File: config.mk
export PLATFORM = sky130hd
export DESIGN_NAME = hss_ctrl
export DESIGN_NICKNAME = d
export VERILOG_FILES = /design/src/hdl/hss_pkg.sv /design/src/hdl/hss_pulse_gen.sv /design/src/hdl/hss_ctrl.sv
export SDC_FILE = /design/constraint.sdc
export NUM_CORES = 1
export LEC_CHECK = 0
export BUFFER_PORTS_ARGS = -buffer_cell sky130_fd_sc_hd__buf_2
export CORE_MARGIN = 10
export CORE_UTILIZATION = 35
export CTS_BUF_LIST = sky130_fd_sc_hd__clkbuf_4 sky130_fd_sc_hd__clkbuf_8
export DETAILED_ROUTE_END_ITERATION = 10
export GPL_TIMING_DRIVEN = 1
export SYNTH_ARGS = -nofsm -noshare
export SYNTH_HDL_FRONTEND = slang
export SYNTH_HIERARCHICAL = 1
export SYNTH_SLANG_ARGS = --single-unit
File: constraint.sdc
create_clock -name clk -period 10.8 [get_ports clk]
set_input_delay 0.54 -clock clk [delete_from_list [all_inputs] [get_ports clk]]
set_output_delay 0.54 -clock clk [all_outputs]
set_load 0.1 [all_outputs]
File: src/hdl/hss_pkg.sv
// Purpose: Shared constants for the high-side switch control block
// Assumes: 125 MHz clock, APB register access with 32-bit data
// Notes: Offsets are byte addresses of aligned words
package hss_pkg;
   localparam int NUM_OUT = 4;
   localparam int CLK_MHZ = 125;
   // Filter times in microseconds
   localparam int OC_FILT_US = 16;
   localparam int OL_FILT_US = 220;
   localparam int OC_FILT_CYC = OC_FILT_US * CLK_MHZ;
   localparam int OL_FILT_CYC = OL_FILT_US * CLK_MHZ;
   localparam int FILT_W = 16;
   // Source selector codes
   localparam logic [3:0] SRC_OFF = 4'h0;
   localparam logic [3:0] SRC_ON = 4'h1;
   localparam logic [3:0] SRC_TMR1 = 4'h2;
   localparam logic [3:0] SRC_TMR2 = 4'h3;
   localparam logic [3:0] SRC_GEN1 = 4'h4;
   localparam logic [3:0] SRC_GEN4 = 4'h7;
   localparam logic [3:0] SRC_SYNC = 4'h8;
   // Wake pin function select codes
   localparam logic [1:0] WK_FN_SYNC = 2'h2;
   // Device mode codes
   localparam logic [2:0] MODE_NORMAL = 3'h0;
   localparam logic [2:0] MODE_STOP = 3'h1;
   localparam logic [2:0] MODE_SLEEP = 3'h2;
   localparam logic [2:0] MODE_RESTART = 3'h3;
   localparam logic [2:0] MODE_FAILSAFE = 3'h4;
   // Register offsets
   localparam logic [7:0] OFS_SRC = 8'h00;
   localparam logic [7:0] OFS_STAT = 8'h04;
   localparam logic [7:0] OFS_GEN0 = 8'h08;
   localparam logic [7:0] OFS_TMR0 = 8'h18;
   localparam logic [7:0] OFS_CFG = 8'h20;
   // Field positions
   localparam int STAT_OL_POS = 4;
   localparam int STAT_UV_POS = 8;
   localparam int GEN_FSEL_POS = 16;
   localparam int TMR_DUTY_POS = 16;
   localparam int CFG_UVSD_POS = 0;
   localparam int CFG_UVREC_POS = 1;
   localparam int CFG_LPOV_POS = 2;
   localparam int CFG_WKFN_POS = 4;
   localparam int CFG_SYNC_POS = 8;
   // Generator period selections, one less than the clock cycles per duty step
   localparam logic [7:0] GEN_DIV_SLOW = 8'h3f;
   localparam logic [7:0] GEN_DIV_FAST = 8'h0f;
   localparam logic [9:0] GEN_TOP = 10'h3ff;
   // Timer tick prescale, one tick per millisecond
   localparam logic [16:0] TMR_PRE = 17'h1e847;
endpackage

File: src/hdl/hss_pulse_gen.sv
// Purpose: One internal 10-bit PWM generator
// Assumes: Single clock domain
// Notes: Two base frequencies from a step divider
`timescale 1ns/100ps
`default_nettype none
module hss_pulse_gen (
   input wire logic clk,
   input wire logic rst,
   input wire logic [9:0] duty,
   input wire logic fsel,
   output logic pwm_out
);
   typedef struct packed {
      logic [7:0] div;
      logic [9:0] cnt;
      logic out;
   } hss_gen_st_t;
   hss_gen_st_t s_q, s_d;

   // Step divider then 10-bit counter compare
   always_comb begin
      s_d = s_q;
      if (s_q.div == (fsel ? hss_pkg::GEN_DIV_FAST : hss_pkg::GEN_DIV_SLOW)) begin
         s_d.div = 8'h00;
         s_d.cnt = (s_q.cnt == hss_pkg::GEN_TOP) ? 10'h000 : s_q.cnt + 10'h001;
      end else begin
         s_d.div = s_q.div + 8'h01;
      end
      s_d.out = (s_q.cnt < duty); // tiny duty gives a pulse the switch cannot follow
   end

   always_ff @(posedge clk or posedge rst) begin
      if (rst) begin
         s_q <= '0;
      end else begin
         s_q <= s_d;
      end
   end
   assign pwm_out = s_q.out;
endmodule
`default_nettype wire

File: src/hdl/hss_ctrl.sv
// Purpose: High-side switch control with fault handling and drive sources
// Assumes: Analogue comparators give level inputs, synchronised here
// Notes: APB slave, zero wait states
// How it works
// Overcurrent past filter time switches output off
// Overcurrent sets flag, source field set off
// Software re-enables by writing on or timer
// Software clears overcurrent flag before reactivating
// Overcurrent flags stay until software clears
// Open load checked only while output on
// Open load only flags, never shuts down
// Open-load flags sticky, cleared by software only
// Open load must persist filter time first
// Per-output source selector with nine choices
// Static selections hold in normal, stop, sleep
// Two timers, independent period and duty
// Generators take independent 10-bit duty
// Each generator selects one of two frequencies
// Software programs generator before assigning it
// Waveform starts as soon as assigned
// One-LSB duty too short for switch
// Wake pin in sync mode loses wake
// Sync code allowed only after pin set
// Sync pin drives one dedicated output directly
// Undervoltage switches off unless disabled, flag only; the code sets no flag when shutdown is disabled
// After undervoltage restore or clear per recovery
// Low-power overvoltage keeps outputs only if disabled
// Restart or fail-safe disables all outputs
// Sync pin passes two flip-flops
// Flag clears touch only addressed bits
//
// The APB slave port and the register addresses were left to the implementer.
`timescale 1ns/100ps
`default_nettype none
module hss_ctrl (
   input wire logic clk,
   input wire logic rst,
   input wire logic psel,
   input wire logic penable,
   input wire logic pwrite,
   input wire logic [7:0] paddr,
   input wire logic [31:0] pwdata,
   input wire logic [3:0] pstrb,
   output logic [31:0] prdata,
   output logic pready,
   output logic pslverr,
   input wire logic [3:0] oc_detect,
   input wire logic [3:0] ol_detect,
   input wire logic uv_detect,
   input wire logic ov_detect,
   input wire logic [2:0] device_mode,
   input wire logic wake_input_four,
   output logic [3:0] switch_output_n,
   output logic wake_enable_four
);
   localparam int N = hss_pkg::NUM_OUT;

   typedef struct packed {
      logic [N-1:0][3:0] src;
      logic [N-1:0] overcurrent_flag;
      logic [N-1:0] open_load_flag;
      logic uv_flag;
      logic uv_active;
      logic [N-1:0][9:0] gen_duty;
      logic [N-1:0] gen_fsel;
      logic [1:0][15:0] tmr_per;
      logic [1:0][15:0] tmr_duty;
      logic [1:0][15:0] tmr_cnt;
      logic [16:0] tmr_pre;
      logic uv_shutdown_disable;
      logic uv_recovery_enable;
      logic lowpower_ov_shutdown_disable;
      logic [1:0] wake_pin_function_select;
      logic [1:0] sync_target;
      logic [N-1:0][hss_pkg::FILT_W-1:0] oc_cnt;
      logic [N-1:0][hss_pkg::FILT_W-1:0] ol_cnt;
      logic [1:0] wk_sync;
      logic [N-1:0][1:0] oc_sync;
      logic [N-1:0][1:0] ol_sync;
      logic [1:0] uv_sync;
      logic [1:0] ov_sync;
      logic [N-1:0] out;
   } hss_st_t;
   hss_st_t s_q, s_d;

   logic [N-1:0] gen_out;
   logic [N-1:0] drive;
   logic wr_en;
   logic rd_en;
   logic tmr_tick;

   // Internal generators, one per slot
   genvar g;
   generate
      for (g = 0; g < N; g++) begin : gen_pwm
         hss_pulse_gen u_gen (
            .clk(clk),
            .rst(rst),
            .duty(s_q.gen_duty[g]),
            .fsel(s_q.gen_fsel[g]),
            .pwm_out(gen_out[g])
         );
      end
   endgenerate

   assign wr_en = psel & penable & pwrite;
   assign rd_en = psel & penable & ~pwrite;
   assign tmr_tick = (s_q.tmr_pre == hss_pkg::TMR_PRE);
   assign pready = 1'b1;
   // Wake capability withdrawn while the pin serves as sync input
   assign wake_enable_four = (s_q.wake_pin_function_select != hss_pkg::WK_FN_SYNC);

   // Source decode for each output
   always_comb begin
      for (int i = 0; i < N; i++) begin
         unique case (s_q.src[i])
            hss_pkg::SRC_OFF: drive[i] = 1'b0;
            hss_pkg::SRC_ON: drive[i] = 1'b1;
            hss_pkg::SRC_TMR1: drive[i] = s_q.tmr_cnt[0] < s_q.tmr_duty[0];
            hss_pkg::SRC_TMR2: drive[i] = s_q.tmr_cnt[1] < s_q.tmr_duty[1];
            hss_pkg::SRC_SYNC: drive[i] = s_q.wk_sync[1] && (s_q.sync_target == 2'(i)) &&
               (s_q.wake_pin_function_select == hss_pkg::WK_FN_SYNC);
            default: drive[i] = (s_q.src[i] >= hss_pkg::SRC_GEN1 && s_q.src[i] <= hss_pkg::SRC_GEN4) ?
               gen_out[s_q.src[i][1:0]] : 1'b0;
         endcase
      end
   end

   // Read mux, unmapped reads answer zero with an error
   always_comb begin
      prdata = 32'h0000_0000;
      pslverr = 1'b0;
      if (paddr == hss_pkg::OFS_SRC) begin
         for (int i = 0; i < N; i++) begin
            prdata[4*i +: 4] = s_q.src[i];
         end
      end else if (paddr == hss_pkg::OFS_STAT) begin
         prdata[N-1:0] = s_q.overcurrent_flag;
         prdata[hss_pkg::STAT_OL_POS +: N] = s_q.open_load_flag;
         prdata[hss_pkg::STAT_UV_POS] = s_q.uv_flag;
      end else if (paddr >= hss_pkg::OFS_GEN0 && paddr < hss_pkg::OFS_TMR0 && paddr[1:0] == 2'h0) begin
         prdata[9:0] = s_q.gen_duty[2'(paddr[7:2] - 6'h02)];
         prdata[hss_pkg::GEN_FSEL_POS] = s_q.gen_fsel[2'(paddr[7:2] - 6'h02)];
      end else if (paddr >= hss_pkg::OFS_TMR0 && paddr < hss_pkg::OFS_CFG && paddr[1:0] == 2'h0) begin
         prdata[15:0] = s_q.tmr_per[paddr[2]];
         prdata[hss_pkg::TMR_DUTY_POS +: 16] = s_q.tmr_duty[paddr[2]];
      end else if (paddr == hss_pkg::OFS_CFG) begin
         prdata[hss_pkg::CFG_UVSD_POS] = s_q.uv_shutdown_disable;
         prdata[hss_pkg::CFG_UVREC_POS] = s_q.uv_recovery_enable;
         prdata[hss_pkg::CFG_LPOV_POS] = s_q.lowpower_ov_shutdown_disable;
         prdata[hss_pkg::CFG_WKFN_POS +: 2] = s_q.wake_pin_function_select;
         prdata[hss_pkg::CFG_SYNC_POS +: 2] = s_q.sync_target;
      end else begin
         pslverr = psel & penable;
      end
      if (!rd_en) begin
         prdata = 32'h0000_0000;
      end
   end

   // Next-state logic: bus writes first, hardware events override
   always_comb begin
      logic lowpower;
      logic kill_all;
      lowpower = 1'b0;
      kill_all = 1'b0;
      s_d = s_q;
      // Two-stage synchronisers for every asynchronous input
      s_d.wk_sync = {s_q.wk_sync[0], wake_input_four};
      s_d.uv_sync = {s_q.uv_sync[0], uv_detect};
      s_d.ov_sync = {s_q.ov_sync[0], ov_detect};
      for (int i = 0; i < N; i++) begin
         s_d.oc_sync[i] = {s_q.oc_sync[i][0], oc_detect[i]};
         s_d.ol_sync[i] = {s_q.ol_sync[i][0], ol_detect[i]};
      end
      // Timers, period counted in prescaled ticks
      s_d.tmr_pre = tmr_tick ? 17'h00000 : s_q.tmr_pre + 17'h00001;
      for (int t = 0; t < 2; t++) begin
         if (tmr_tick) begin
            s_d.tmr_cnt[t] = (s_q.tmr_cnt[t] >= s_q.tmr_per[t]) ? 16'h0000 : s_q.tmr_cnt[t] + 16'h0001;
         end
      end
      // Register writes, full-word only when all lanes strobed
      if (wr_en && pstrb == 4'hf) begin
         if (paddr == hss_pkg::OFS_SRC) begin
            for (int i = 0; i < N; i++) begin
               s_d.src[i] = pwdata[4*i +: 4];
            end
         end else if (paddr == hss_pkg::OFS_STAT) begin
            // Write one to clear only the addressed flags
            s_d.overcurrent_flag = s_q.overcurrent_flag & ~pwdata[N-1:0];
            s_d.open_load_flag = s_q.open_load_flag & ~pwdata[hss_pkg::STAT_OL_POS +: N];
            if (pwdata[hss_pkg::STAT_UV_POS]) begin
               s_d.uv_flag = 1'b0;
            end
         end else if (paddr >= hss_pkg::OFS_GEN0 && paddr < hss_pkg::OFS_TMR0 && paddr[1:0] == 2'h0) begin
            s_d.gen_duty[2'(paddr[7:2] - 6'h02)] = pwdata[9:0];
            s_d.gen_fsel[2'(paddr[7:2] - 6'h02)] = pwdata[hss_pkg::GEN_FSEL_POS];
         end else if (paddr >= hss_pkg::OFS_TMR0 && paddr < hss_pkg::OFS_CFG && paddr[1:0] == 2'h0) begin
            s_d.tmr_per[paddr[2]] = pwdata[15:0];
            s_d.tmr_duty[paddr[2]] = pwdata[hss_pkg::TMR_DUTY_POS +: 16];
         end else if (paddr == hss_pkg::OFS_CFG) begin
            s_d.uv_shutdown_disable = pwdata[hss_pkg::CFG_UVSD_POS];
            s_d.uv_recovery_enable = pwdata[hss_pkg::CFG_UVREC_POS];
            s_d.lowpower_ov_shutdown_disable = pwdata[hss_pkg::CFG_LPOV_POS];
            s_d.wake_pin_function_select = pwdata[hss_pkg::CFG_WKFN_POS +: 2];
            s_d.sync_target = pwdata[hss_pkg::CFG_SYNC_POS +: 2];
         end
      end
      // Undervoltage: switch off and flag unless disabled, recover or clear on release
      if (s_q.uv_sync[1] && !s_q.uv_shutdown_disable) begin
         s_d.uv_active = 1'b1;
         s_d.uv_flag = 1'b1;
      end else if (s_q.uv_active) begin
         s_d.uv_active = 1'b0;
         if (!s_q.uv_recovery_enable) begin
            for (int i = 0; i < N; i++) begin
               s_d.src[i] = hss_pkg::SRC_OFF;
            end
         end
      end
      lowpower = (device_mode == hss_pkg::MODE_STOP) || (device_mode == hss_pkg::MODE_SLEEP);
      kill_all = s_q.uv_active ||
         (device_mode == hss_pkg::MODE_RESTART) || (device_mode == hss_pkg::MODE_FAILSAFE) ||
         (lowpower && s_q.ov_sync[1] && !s_q.lowpower_ov_shutdown_disable);
      for (int i = 0; i < N; i++) begin
         // Overcurrent filter counts only while the output conducts
         if (s_q.out[i] && s_q.oc_sync[i][1]) begin
            s_d.oc_cnt[i] = s_q.oc_cnt[i] + 16'h0001;
         end else begin
            s_d.oc_cnt[i] = '0;
         end
         if (s_q.oc_cnt[i] >= hss_pkg::FILT_W'(hss_pkg::OC_FILT_CYC)) begin
            s_d.overcurrent_flag[i] = 1'b1; // set beats clear
            s_d.src[i] = hss_pkg::SRC_OFF;
            s_d.oc_cnt[i] = '0;
         end
         // Open load judged only during on state; no shutdown
         if (s_q.out[i] && s_q.ol_sync[i][1]) begin
            if (s_q.ol_cnt[i] >= hss_pkg::FILT_W'(hss_pkg::OL_FILT_CYC)) begin
               s_d.open_load_flag[i] = 1'b1;
            end else begin
               s_d.ol_cnt[i] = s_q.ol_cnt[i] + 16'h0001;
            end
         end else begin
            s_d.ol_cnt[i] = '0;
         end
         s_d.out[i] = drive[i] && !kill_all && (s_d.src[i] != hss_pkg::SRC_OFF);
      end
   end

   always_ff @(posedge clk or posedge rst) begin
      if (rst) begin
         s_q <= '0;
      end else begin
         s_q <= s_d;
      end
   end
   assign switch_output_n = s_q.out;
endmodule
`default_nettype wire

# Word-level counts from Yosys, hierarchy flattened
# Cells that the tools add are included.
classes:
  n_reduce_logical: 75
  eq_ne: 46
  magnitude_cmp: 36
  bitwise: 12
  mux: 114
  n_addsub: 20
op_table:
  columns: ["op", "n"]
  rows:
  - ["$mux W16", 29]
  - ["$add A16 B1 Y16 const B", 10]
  - ["$mux W10", 7]
  - ["$bwmux W32", 2]
  - ["$ge A16 B11 Y1 const B", 4]
  - ["$ge A16 B15 Y1 const B", 4]
  - ["$add A10 B1 Y10 const B", 4]
  - ["$bwmux W40", 1]
  - ["$eq A10 B10 Y1 const B", 4]
  - ["$lt A10 B10 Y1", 4]
  - ["$logic_and A1 B1 Y1", 38]
  - ["$add A8 B1 Y8 const B", 4]
  - ["$eq A4 B2 Y1 const B", 8]
  - ["$eq A8 B8 Y1", 4]
  - ["$ge A16 B16 Y1", 2]
  - ["$lt A16 B16 Y1", 2]
  - ["$mux W1", 32]
  - ["$mux W32", 1]
  - ["$mux W8", 4]
  - ["$mux W6", 5]
  - ["$mux W9", 3]
  - ["$mux W25", 1]
  - ["$mux W23", 1]
  - ["$mux W22", 1]
  - ["other kinds (51)", 128]
totals:
  output_inout_bits: 39
  elab_cells: 363
  in_bits: 63
  regBits: 420

# Longest topological paths before layout
# Gate-level depths: netlist of the first run.
logic_depth:
  word_depth: 11
  mapped_depth: 9
  mapped_depth_nobuf: 8

# Modules after synthesis
# The synthesis of the first run kept the hierarchy.
by_module_without_submodules:
  columns: ["mod", "instances", "cells_per_inst", "seq_area_each_um2", "area_per_inst_um2"]
  rows:
  - ["hss_ctrl", 1, 1688, 8608.3, 17772.0]
  - ["hss_pulse_gen", 4, 110, 475.5, 1152.4]

# Worst setup path after synthesis of the first run
# OpenSTA, ideal clock, no wires.
synth_timing:
  path_type: "input port to output port"
  startpoint: "input paddr[2]"
  endpoint: "output prdata[6]"
  required_time_ns: 10.260
  slack_ns: 6.371
  arrival_ns: 3.889
  n_path_buf: 3
  path_stages: 5
  path_cell_list: "buf_2 buf_1 clkbuf_1 mux2i_1 a211oi_1"
synth_via:
  elab_chain_cells: 8
  word_cells_on_any_way: 20
  cone_classes: "add/sub (1); order compare (4); eq/ne (1); mux (9); reduce/logical (5)"
synth_rtl:
  columns: ["element", "line", "text"]
  rows:
  - ["from (decl)", "hss_ctrl.sv:41", "input wire logic [7:0] paddr,"]
  - ["$ge A8 B5 Y1 / $lt A8 B6 Y1 (equally long branches)", "hss_ctrl.sv:144", "end else if (paddr >= hss_pkg::OFS_TMR0 && paddr < hss_pkg::OFS_CFG && paddr[1:0] == 2'h0) begin"]
  - ["$logic_and A1 B1 Y1 (2 in a row)", "hss_ctrl.sv:144", null]
  - ["$mux W2", "hss_ctrl.sv:144", null]
  - ["$mux W10", "hss_ctrl.sv:141", "end else if (paddr >= hss_pkg::OFS_GEN0 && paddr < hss_pkg::OFS_TMR0 && paddr[1:0] == 2'h0) begin"]
  - ["$mux W9", "hss_ctrl.sv:137", "end else if (paddr == hss_pkg::OFS_STAT) begin"]
  - ["$mux W16 *", "hss_ctrl.sv:133", "if (paddr == hss_pkg::OFS_SRC) begin"]
  - ["$mux W32 *", "hss_ctrl.sv:156", "if (!rd_en) begin"]
  - ["to (decl)", "hss_ctrl.sv:44", "output logic [31:0] prdata,"]
# Mark *: on every way between the ends. The rest lies on a longest branch, timed or not. The select of a mux whose other input is x is not followed.

# Final worst setup path of the first run
layout_timing:
  startpoint: "input paddr[1]"
  endpoint: "output prdata[24]"
layout_via:
  elab_chain_cells: 8
  word_cells_on_any_way: 16
  cone_classes: "order compare (4); eq/ne (1); mux (5); reduce/logical (6)"
layout_rtl:
  columns: ["element", "line"]
  rows:
  - ["$ge A8 B5 Y1 / $lt A8 B6 Y1 (equally long branches)", "hss_ctrl.sv:144"]
  - ["$logic_and A1 B1 Y1 (2 in a row)", "hss_ctrl.sv:144"]
  - ["$mux W22", "hss_ctrl.sv:144"]
  - ["$mux W15", "hss_ctrl.sv:141"]
  - ["$mux W23", "hss_ctrl.sv:137"]
  - ["$mux W16 *", "hss_ctrl.sv:133"]
  - ["$mux W32 *", "hss_ctrl.sv:156"]
# Mark *: on every way between the ends. The rest lies on a longest branch, timed or not.

==> results of run 1 <==
==> cell usage in the layout (no fill, tap or decap), types with 54 or more instances in the layout <==
cell	instances
xnor2_1	64
and3_1	54
nand2_1	164
clkbuf_8	98
nor2_1	195
mux2_2	92
ha_1	125
dfrtp_1	420
xor2_1	66
a21oi_1	100
inv_1	145
nand3_1	105
buf_2	99
==> stage by stage <==
step                      util [%]  power (mW)  setup WS [ns]
after floorplan                  -       1.667         0.7233
after global placement       37.53       1.706          6.745
after detailed placement     37.53       1.708          6.610
after CTS                    40.39       3.409          6.604
after global routing         40.39       3.487          6.465
final                        40.40       3.351          6.705
==> path summary, 6_finish.rpt <==
path                            startpoint                 endpoint  slack [ns]  cells past startpoint
worst max-delay path              paddr[1]               prdata[24]        6.70                      6
worst min-delay path                   rst  gen_pwm[1].u_gen/s_q[5]        0.15                      2
worst max register to register    s_q[207]       switch_output_n[0]        7.77                      7
worst min register to register      s_d[9]                   s_q[9]        0.34                      0
max in group asynchronous              rst                 s_q[168]        8.39                      4
min in group clk                pwdata[18]                 s_q[228]        0.15                      2
==> power breakdown <==
group / internal, mW / total (mW) / switching (mW)
combinational: 0.0223 / 0.0928 / 0.0705
sequential: 1.58 / 1.59 / 0.00445
clock: 0.996 / 1.67 / 0.675
total: 2.60 / 3.35 / 0.750
==> area by class of cell <==
cell class              count  area (um^2)
fillers                  6113        37670
multi-input cells        1508        11020
flip-flops and latches    420        10510
clock buffers             117         1491
well taps                 846         1059
repair buffers            120        680.7
inverters                 146        555.5
clock inverters            16        207.7
diodes                      2        5.005
==> per-layer routing <==
layer  share of wire, %  global-route usage, %
met5              0.012                      0
met4                2.8                  5.409
met3                5.3                  3.397
met2                 46                  24.47
met1                 46                  20.21
==> registers in the layout, indices dropped and copies added (netlist names) <==
register,count
s_q,329
switch_output_n,4
s_d,11
gen_pwm.u_gen/pwm_out,4
gen_pwm.u_gen/s_q,72
==> cells by family (layout without fill, tap and decap cells) <==
family | after synthesis | count (layout)
AOI/OAI and AO/OA | 348 | 348
xor gates and xnor gates | 134 | 134
adders and majority gates | 125 | 125
buffers and inverters | 219 | 399
DFF | 420 | 420
muxes | 170 | 170
other | 2 | 23
and+or+nand+nor | 710 | 710
==> critical path: stages <==
cell     delay, ns
buf_2         0.09
or4_1         0.77
nor3_4        0.68
nand2_1       0.69
nor2_1        0.30
buf_2         0.46
==> reports/qor.yml, run 1 <==
drc: 0
finalCritPeriodShare_pct: 37.92
async_flop_share_pct: 100.0
nNetsFinal: 2460
io_pins: 102
globalRouteOverflowTotal: 0
syn_area_um2: 22380
cts_resized: 0
post-cts-setup-buffer-count: 0
synth_seq_cells: 420
yosys_warnings: 6
synth_xor_area_share_pct: 5.378
vias_per_cell: 5.250
final_cells: 3175
slew_headroom_pct: 20.71
die_width_um: 272.9
antenna_found_initial: 4
synth.area.mux_share_pct: 9.688
synth_area_per_cell_um2: 10.52
vias: 16670
grt_pass1_vias: 17030
synth_ff_type: "dfrtp_1"
synth_area_leaders: "dfrtp_1 (47%), ha_1 (7.0%), mux2_2 (4.6%), nor2_1 (3.3%), nand2_1 (2.8%)"
dp.cells: 3029
synth.most_common_cell: "dfrtp_1"
synth_top_area_cell: "dfrtp_1"
status: "finished clean"
path_clk_slew_ns: 0.07
arrival_ns: 3.56
placed_area_um2: 23720
min_path_type: "primary input to async pin"
root_buffer: "clkbuf_8"
syn_inst: 2128
synth.distinct_cells: 79
critPathMaxFanout: 17
dieArea_um2: 74460
area_growth_pct: 14.07
drt_iter0_markers: 1027
synth_edf_count: 0
clock_latency_ns: 0.64
setup_viol: 0
ys_seq_area_share_pct: 46.96
gp_congestion: 0.8467
ant_nets: 0
report.final.hold_viol_count: 0
finClkSkew_ns: 0.02171
h-tree-depth: 3
initial_core_util_pct: 35.42
grt_max_degree: 136
die_h_um: 272.9
clock_path_buffers: 3
core-area_um2: 63200
cts_tree: "built"
p_per_area_nw_per_um2: 131.3
drive_above_1_share_pct: 18.09
worstSetupPathType: "primary input to output pin"
p_leak_nw: 11.50
grt_first_pass_wirelength_um: 92800
stdcell_area_um2: 25530
yosys.area_share.adder_pct: 6.988
clkSinkCount: 420
num_rows: 92
hold_buffers: 11
fmaxAchievable_mhz: 244.2
first_pass_iters: 5
drv_cap: 0
place_hpwl_um: 41040
vdd_ir_drop_max_mv: 0.07006
numCtsBuffers: 76
wl_per_cell_um: 18.00
synth_common_cells: "dfrtp_1 (420), nor2_1 (195), nand2_1 (164), inv_1 (146), ha_1 (125)"
end_kind: "output pin"
period_needed_ns: 4.095
grt_util_all_layers_pct: 15.34
synth-compound-area-share_pct: 10.88
cp.required_ns: 10.26
drt-total-wl_um: 57150
fin_tns_setup_ns: 0
start_kind: "primary input"
worst_pin_slew_ns: 1.181
whs_ns: 0.1453
synthSimpleGateAreaFrac_pct: 15.92
portBuffers: 100
synth_top_area_share_pct: 46.96
slew_violations: 0
synth_top_family_by_area: "simple AND/OR/NAND/NOR gates"
rsz0062_at_grt: "no"
No activity file was read; power rests on OpenSTA's default activity.
==> inputs of run 2 (changes only) <==
- clock period: 10.8 -> 3.8 ns (I/O delays scaled with it)
==> reports/qor.yml, run 2 (synthesis gave the netlist of run 1 again) <==
critPathMaxFanout: 5  # was 17
max_flop_register: "s_q"  # unchanged
drt-met1-wl_um: 25640  # was 26100 um
area_growth_pct: 15.62  # was 14.07%
arrival_ns: 3.51  # was 3.56 ns
portBuffers: 100  # unchanged
slew_violations: 0  # unchanged
route.met3.wl_um: 3168  # was 3022 um
drt_iter0_markers: 1078  # was 1027
ant_nets: 0  # unchanged
mostFrequentLayoutCells: "dfrtp_1 (420), nor2_1 (195), nand2_1 (164), inv_1 (145), ha_1 (125)"  # unchanged
fin_tns_setup_ns: 0  # unchanged
largest_reg_flops: 329  # unchanged
met2WireLength_um: 26770  # was 26400 um
core-area_um2: 63200  # unchanged
io_pins: 102  # unchanged
cts_resized: 0  # unchanged
cp.required_ns: 4.25  # was 10.26 ns
period_needed_ns: 3.059
min_path_type: "primary input to flop"  # was primary input to async pin
worst_pin_slew_ns: 1.356  # was 1.181 ns
cts_tree: "built"  # unchanged
grt_first_pass_wirelength_um: 92870  # was 92800 um
placed_area_um2: 23790  # was 23720 um^2
root_buffer: "clkbuf_8"  # unchanged
report.final.hold_viol_count: 0  # unchanged
drt-total-wl_um: 57470  # was 57150 um
gp_congestion: 0.8635  # was 0.8467
top_layer: "met5"  # unchanged
num_rows: 92  # unchanged
clock_latency_ns: 0.66  # was 0.64 ns
die_width_um: 272.9  # unchanged
rsz0062_at_grt: "no"  # unchanged
place_hpwl_um: 41530  # was 41040 um
p_per_area_nw_per_um2: 364.8  # was 131.3 nW/um^2
hold_buffers: 44  # was 11
status: "finished clean"  # unchanged
worstSetupPathType: "flop to flop"  # was primary input to output pin
grt_max_degree: 135  # was 136
first_pass_iters: 5  # unchanged
antenna_found_initial: 4  # unchanged
initial_core_util_pct: 35.42  # unchanged
fillers: 6108  # was 6113
dieArea_um2: 74460  # unchanged
multi_input_area_um2: 11020  # unchanged
drv_cap: 0  # unchanged
setup_viol: 0  # unchanged
grt_util_all_layers_pct: 15.40  # was 15.34%
start_kind: "flop"  # was primary input
layout_commonest_cell: "dfrtp_1"  # unchanged
p_leak_nw: 11.63  # was 11.50 nW
clkSinkCount: 420  # unchanged
finalCritPeriodShare_pct: 80.49
end_kind: "flop"  # was output pin
fmaxAchievable_mhz: 326.9
numCtsBuffers: 76  # unchanged
vias: 16870  # was 16.67k
vdd_ir_drop_max_mv: 0.2004  # was 0.07006 mV
finClkSkew_ns: 0.02564  # was 0.02171 ns
post-cts-setup-buffer-count: 0  # unchanged
grt_pass1_vias: 17020  # was 17.03k
slew_headroom_pct: 8.631  # was 20.71%
wl_per_cell_um: 17.89  # was 18.00 um
clock_path_buffers: 3  # unchanged
die_h_um: 272.9  # unchanged
h-tree-depth: 3  # unchanged
stdcell_area_um2: 25880  # was 25530 um^2
drive_above_1_share_pct: 17.98  # was 18.09%
regArea_um2: 10510  # unchanged
vias_per_cell: 5.252  # was 5.250
globalRouteOverflowTotal: 0  # unchanged
nNetsFinal: 2498  # was 2460
path_clk_slew_ns: 0.06  # was 0.07 ns
drc: 0  # unchanged
run 2: changes by cell type in the layout (fill, tap and decap cells not counted):
cell           delta
inv_6             +2
clkbuf_4          -5
buf_12            +3
bufinv_16         -1
dlygate4sd3_1    +33
clkinvlp_4        +4
buf_4             +2
inv_8             -1
clkinv_2          +3
clkbuf_8          -3
run 2: area by class of cell:
type                    instances  area share, %
clock inverters                23         0.8993
repair buffers                158          4.197
flip-flops and latches        420          40.62
multi-input cells            1508          42.59
inverters                     146          2.132
diodes                          2        0.01934
well taps                     846          4.091
clock buffers                 109          5.459
run 2: where the power goes:
| part | internal (mW) | switching [mW] | total [mW] |
|---|---|---|---|
| clock network | 2.67 | 1.96 | 4.63 |
| registers | 4.50 | 0.0122 | 4.51 |
| logic | 0.0900 | 0.210 | 0.300 |
run 2: worst max-delay path, cell delays in order, from the launching register on:
cell       delay (ns)
dfrtp_1          0.46
ha_1             0.37
a211oi_1         0.21
o211ai_1         0.11
a221o_1          0.40
a211oi_1         0.28
o211ai_1         0.14
a2111oi_0        0.88
run 2: final timing paths:
check | startpoint | endpoint | slack [ns] | cells after the start
hold / removal | ol_detect[1] | s_d[11] | 0.17 | 2
setup reg to reg | s_q[207] | switch_output_n[0] | 0.74 | 7
hold reg to reg | s_d[17] | s_q[17] | 0.35 | 0
setup / recovery | s_q[207] | switch_output_n[0] | 0.74 | 7
max in group asynchronous | rst | s_q[15] | 2.34 | 4
min in group asynchronous | rst | s_q[298] | 0.29 | 3
run 2: through the flow:
step / setup WS [ns] / utilization (%) / hold slack, ns / std cells / power, mW
6_report: 0.7412 / 40.95 / 0.1716 / 3212 / 9.440
5_1_grt: 0.6449 / 40.94 / 0.1482 / 3210 / 9.802
4_1_cts: 0.7524 / 40.94 / 0.1312 / 3210 / 9.570
3_5_place_dp: 0.7012 / 37.64 / 0.2994 / 3034 / 4.858
3_3_place_gp: 0.7233 / 37.64 / 0.2980 / 3034 / 4.854
2_1_floorplan: -0.9925 / - / 0.1411 / 2147 / 4.740
run 2: routing by layer:
layer / up-vias / GRT usage, %
met5: - / 0
met4: 2 / 5.994
met3: 121 / 3.485
met2: 442 / 24.60
met1: 8367 / 20.01
li1: 7937 / -
==> inputs of run 3 (changes only) <==
- clock period: 3.8 -> 3 ns (I/O delays scaled with it)
==> reports/qor.yml, run 3 (synthesis gave the netlist of run 1 again) <==
status: "finished clean"  # unchanged
report.final.hold_viol_count: 0  # unchanged
die_h_um: 272.9  # unchanged
die_width_um: 272.9  # unchanged
clkSinkCount: 420  # unchanged
cpMostUsedCell: "nand2_1"
area_growth_pct: 19.27  # was 15.62%
dieArea_um2: 74460  # unchanged
end_kind: "output pin"  # was flop
root_buffer: "clkbuf_8"  # unchanged
period_needed_ns: 2.710
first_pass_iters: 5  # unchanged
cpPeakStageDelay_ns: 0.51  # was 0.88 ns
combPwrFrac_pct: 3.3  # was 3.2%
vias: 16910  # was 16.87k
drive_above_1_share_pct: 19.37  # was 17.98%
p_seq_share_pct: 46.8  # was 47.8%
cp.required_ns: 2.85  # was 4.25 ns
num_rows: 92  # unchanged
worst_pin_slew_ns: 1.007  # was 1.356 ns
p_clk_share_pct: 49.9  # was 49.0%
path_cells: "mux4_2 > nand2_1 > nand2_1 > a22oi_1 > nor2_1 > buf_2"  # was ha_1 > a211oi_1 > o211ai_1 > a221o_1 > a211oi_1 > o211ai_1 > a2111oi_0
final_cells: 3243  # was 3212
drt-total-wl_um: 57470  # about the same
min_path_type: "primary input to flop"  # unchanged
wl_per_cell_um: 17.72  # was 17.89 um
met1_usage_pct: 20.72  # was 20.01%
use_met3_pct: 3.135  # was 3.485%
cts_tree: "built"  # unchanged
nNetsFinal: 2526  # was 2498
fmaxAchievable_mhz: 369.0
utilization_pct: 42.24  # was 40.95%
drt_iter0_markers: 1146  # was 1078
globalRouteOverflowTotal: 0  # unchanged
grt_pass1_vias: 16980  # was 17.02k
p_leak_nw: 11.91  # was 11.63 nW
busiest_layer: "met2"  # unchanged
worstSetupPathType: "flop to output pin"  # was flop to flop
fillers: 6010  # was 6108
arrival_ns: 2.56  # was 3.51 ns
place_hpwl_um: 41960  # was 41530 um
dp.cells: 3057  # was 3034
max_flop_register: "s_q"  # unchanged
slew_violations: 0  # unchanged
vias_per_cell: 5.216  # was 5.252
vdd_ir_drop_max_mv: 0.2505  # was 0.2004 mV
h-tree-depth: 3  # unchanged
core-area_um2: 63200  # unchanged
clock_path_buffers: 3  # unchanged
io_pins: 102  # unchanged
grtUsageMet2_pct: 24.50  # was 24.60%
stdcell_area_um2: 26690  # was 25880 um^2
path_clk_slew_ns: 0.06  # about the same
rsz0062_at_grt: "no"  # unchanged
gp_congestion: 0.8730  # was 0.8635
total_power_mw: 12.22  # was 9.440 mW
hold_buffers: 45  # was 44
largest_reg_flops: 329  # unchanged
grt_first_pass_wirelength_um: 92880  # was 92870 um
initial_core_util_pct: 35.42  # unchanged
portBuffers: 100  # unchanged
p_per_area_nw_per_um2: 457.7  # was 364.8 nW/um^2
slew_headroom_pct: 32.70  # was 8.631%
cts_resized: 0  # unchanged
placed_area_um2: 24470  # was 23790 um^2
grt_util_all_layers_pct: 15.41  # was 15.40%
mostFrequentLayoutCells: "dfrtp_1 (420), nor2_1 (192), nand2_1 (164), inv_1 (145), ha_1 (125)"  # was dfrtp_1 (420), nor2_1 (195), nand2_1 (164), inv_1 (145), ha_1 (125)
clock_latency_ns: 0.66  # about the same
post-cts-setup-buffer-count: 0  # unchanged
start_kind: "flop"  # unchanged
setup_viol: 0  # unchanged
slowest_stage: "dfrtp_1"  # was a2111oi_0
p_switching_mw: 2.761  # was 2.183 mW
numCtsBuffers: 80  # was 76
ant_nets: 0  # unchanged
cellInternalPower_mw: 9.456  # was 7.257 mW
finClkSkew_ns: 0.03234  # was 0.02564 ns
grt_max_degree: 54  # was 135
layout_commonest_cell: "dfrtp_1"  # unchanged
finalCritPeriodShare_pct: 90.34
drv_cap: 0  # unchanged
critPathMaxFanout: 6  # was 5
drc: 0  # unchanged
swShare_pct: 22.60  # was 23.12%
antenna_found_initial: 4  # unchanged
[run 3: worst max-delay path: cells and delay by family, from the launching register on]
kind                   cells  cell delay, ns
flip-flops                 1            0.51
buffers and inverters      1            0.51
AND/OR/NAND/NOR            3            0.50
multiplexers               1            0.31
AO/OA/AOI/OAI              1            0.07
[run 3: stage by stage]
stage               TNS (ns)  hold slack [ns]  setup slack (ns)
CTS                        0          0.01653            0.3010
detailed placement         0           0.2595            0.3714
global route               0          0.07149            0.1994
floorplan            -602.86           0.1011            -1.752
global placement           0           0.2598            0.3985
finish                     0          0.07523            0.2898
[run 3: worst paths after layout]
kind,to,slack [ns],start,depth (start not counted)
worst max-delay path,prdata[1],0.29,s_q[329],6
max in group asynchronous,s_q[72],1.83,rst,4
worst min register to register,s_q[5],0.34,s_d[5],0
worst min-delay path,switch_output_n[0],0.08,paddr[2],6
worst max register to register,switch_output_n[2],0.42,s_q[207],7
min in group asynchronous,gen_pwm[3].u_gen/s_q[16],0.27,rst,3
[run 3: cell type report]
type | instances | area (um^2) | area share, %
Multi-Input combinational cell | 1508 | 11050 | 41.41
Tap cell | 846 | 1059 | 3.965
Inverter | 146 | 551.8 | 2.067
Antenna cell | 1 | 2.502 | 0.009374
Timing Repair Buffer | 182 | 1754 | 6.571
Clock buffer | 127 | 1642 | 6.149
Clock inverter | 13 | 122.6 | 0.4593
Sequential cell | 420 | 10510 | 39.37
[run 3: power by group through the flow]
stage	clock, mW	sequential [mW]	combinational [mW]
floorplan	0	5.81	0.194
global placement	0	5.82	0.354
detailed placement	0	5.82	0.358
CTS	6.29	5.72	0.408
global route	6.55	5.72	0.445
finish	6.10	5.72	0.400
[run 3: layer usage]
metal  vias up  share of wire (%)
met5         -              0.040
met4         4                2.6
met3       116                5.0
met2       398                 46
met1      8376                 46
li1       8020                  -
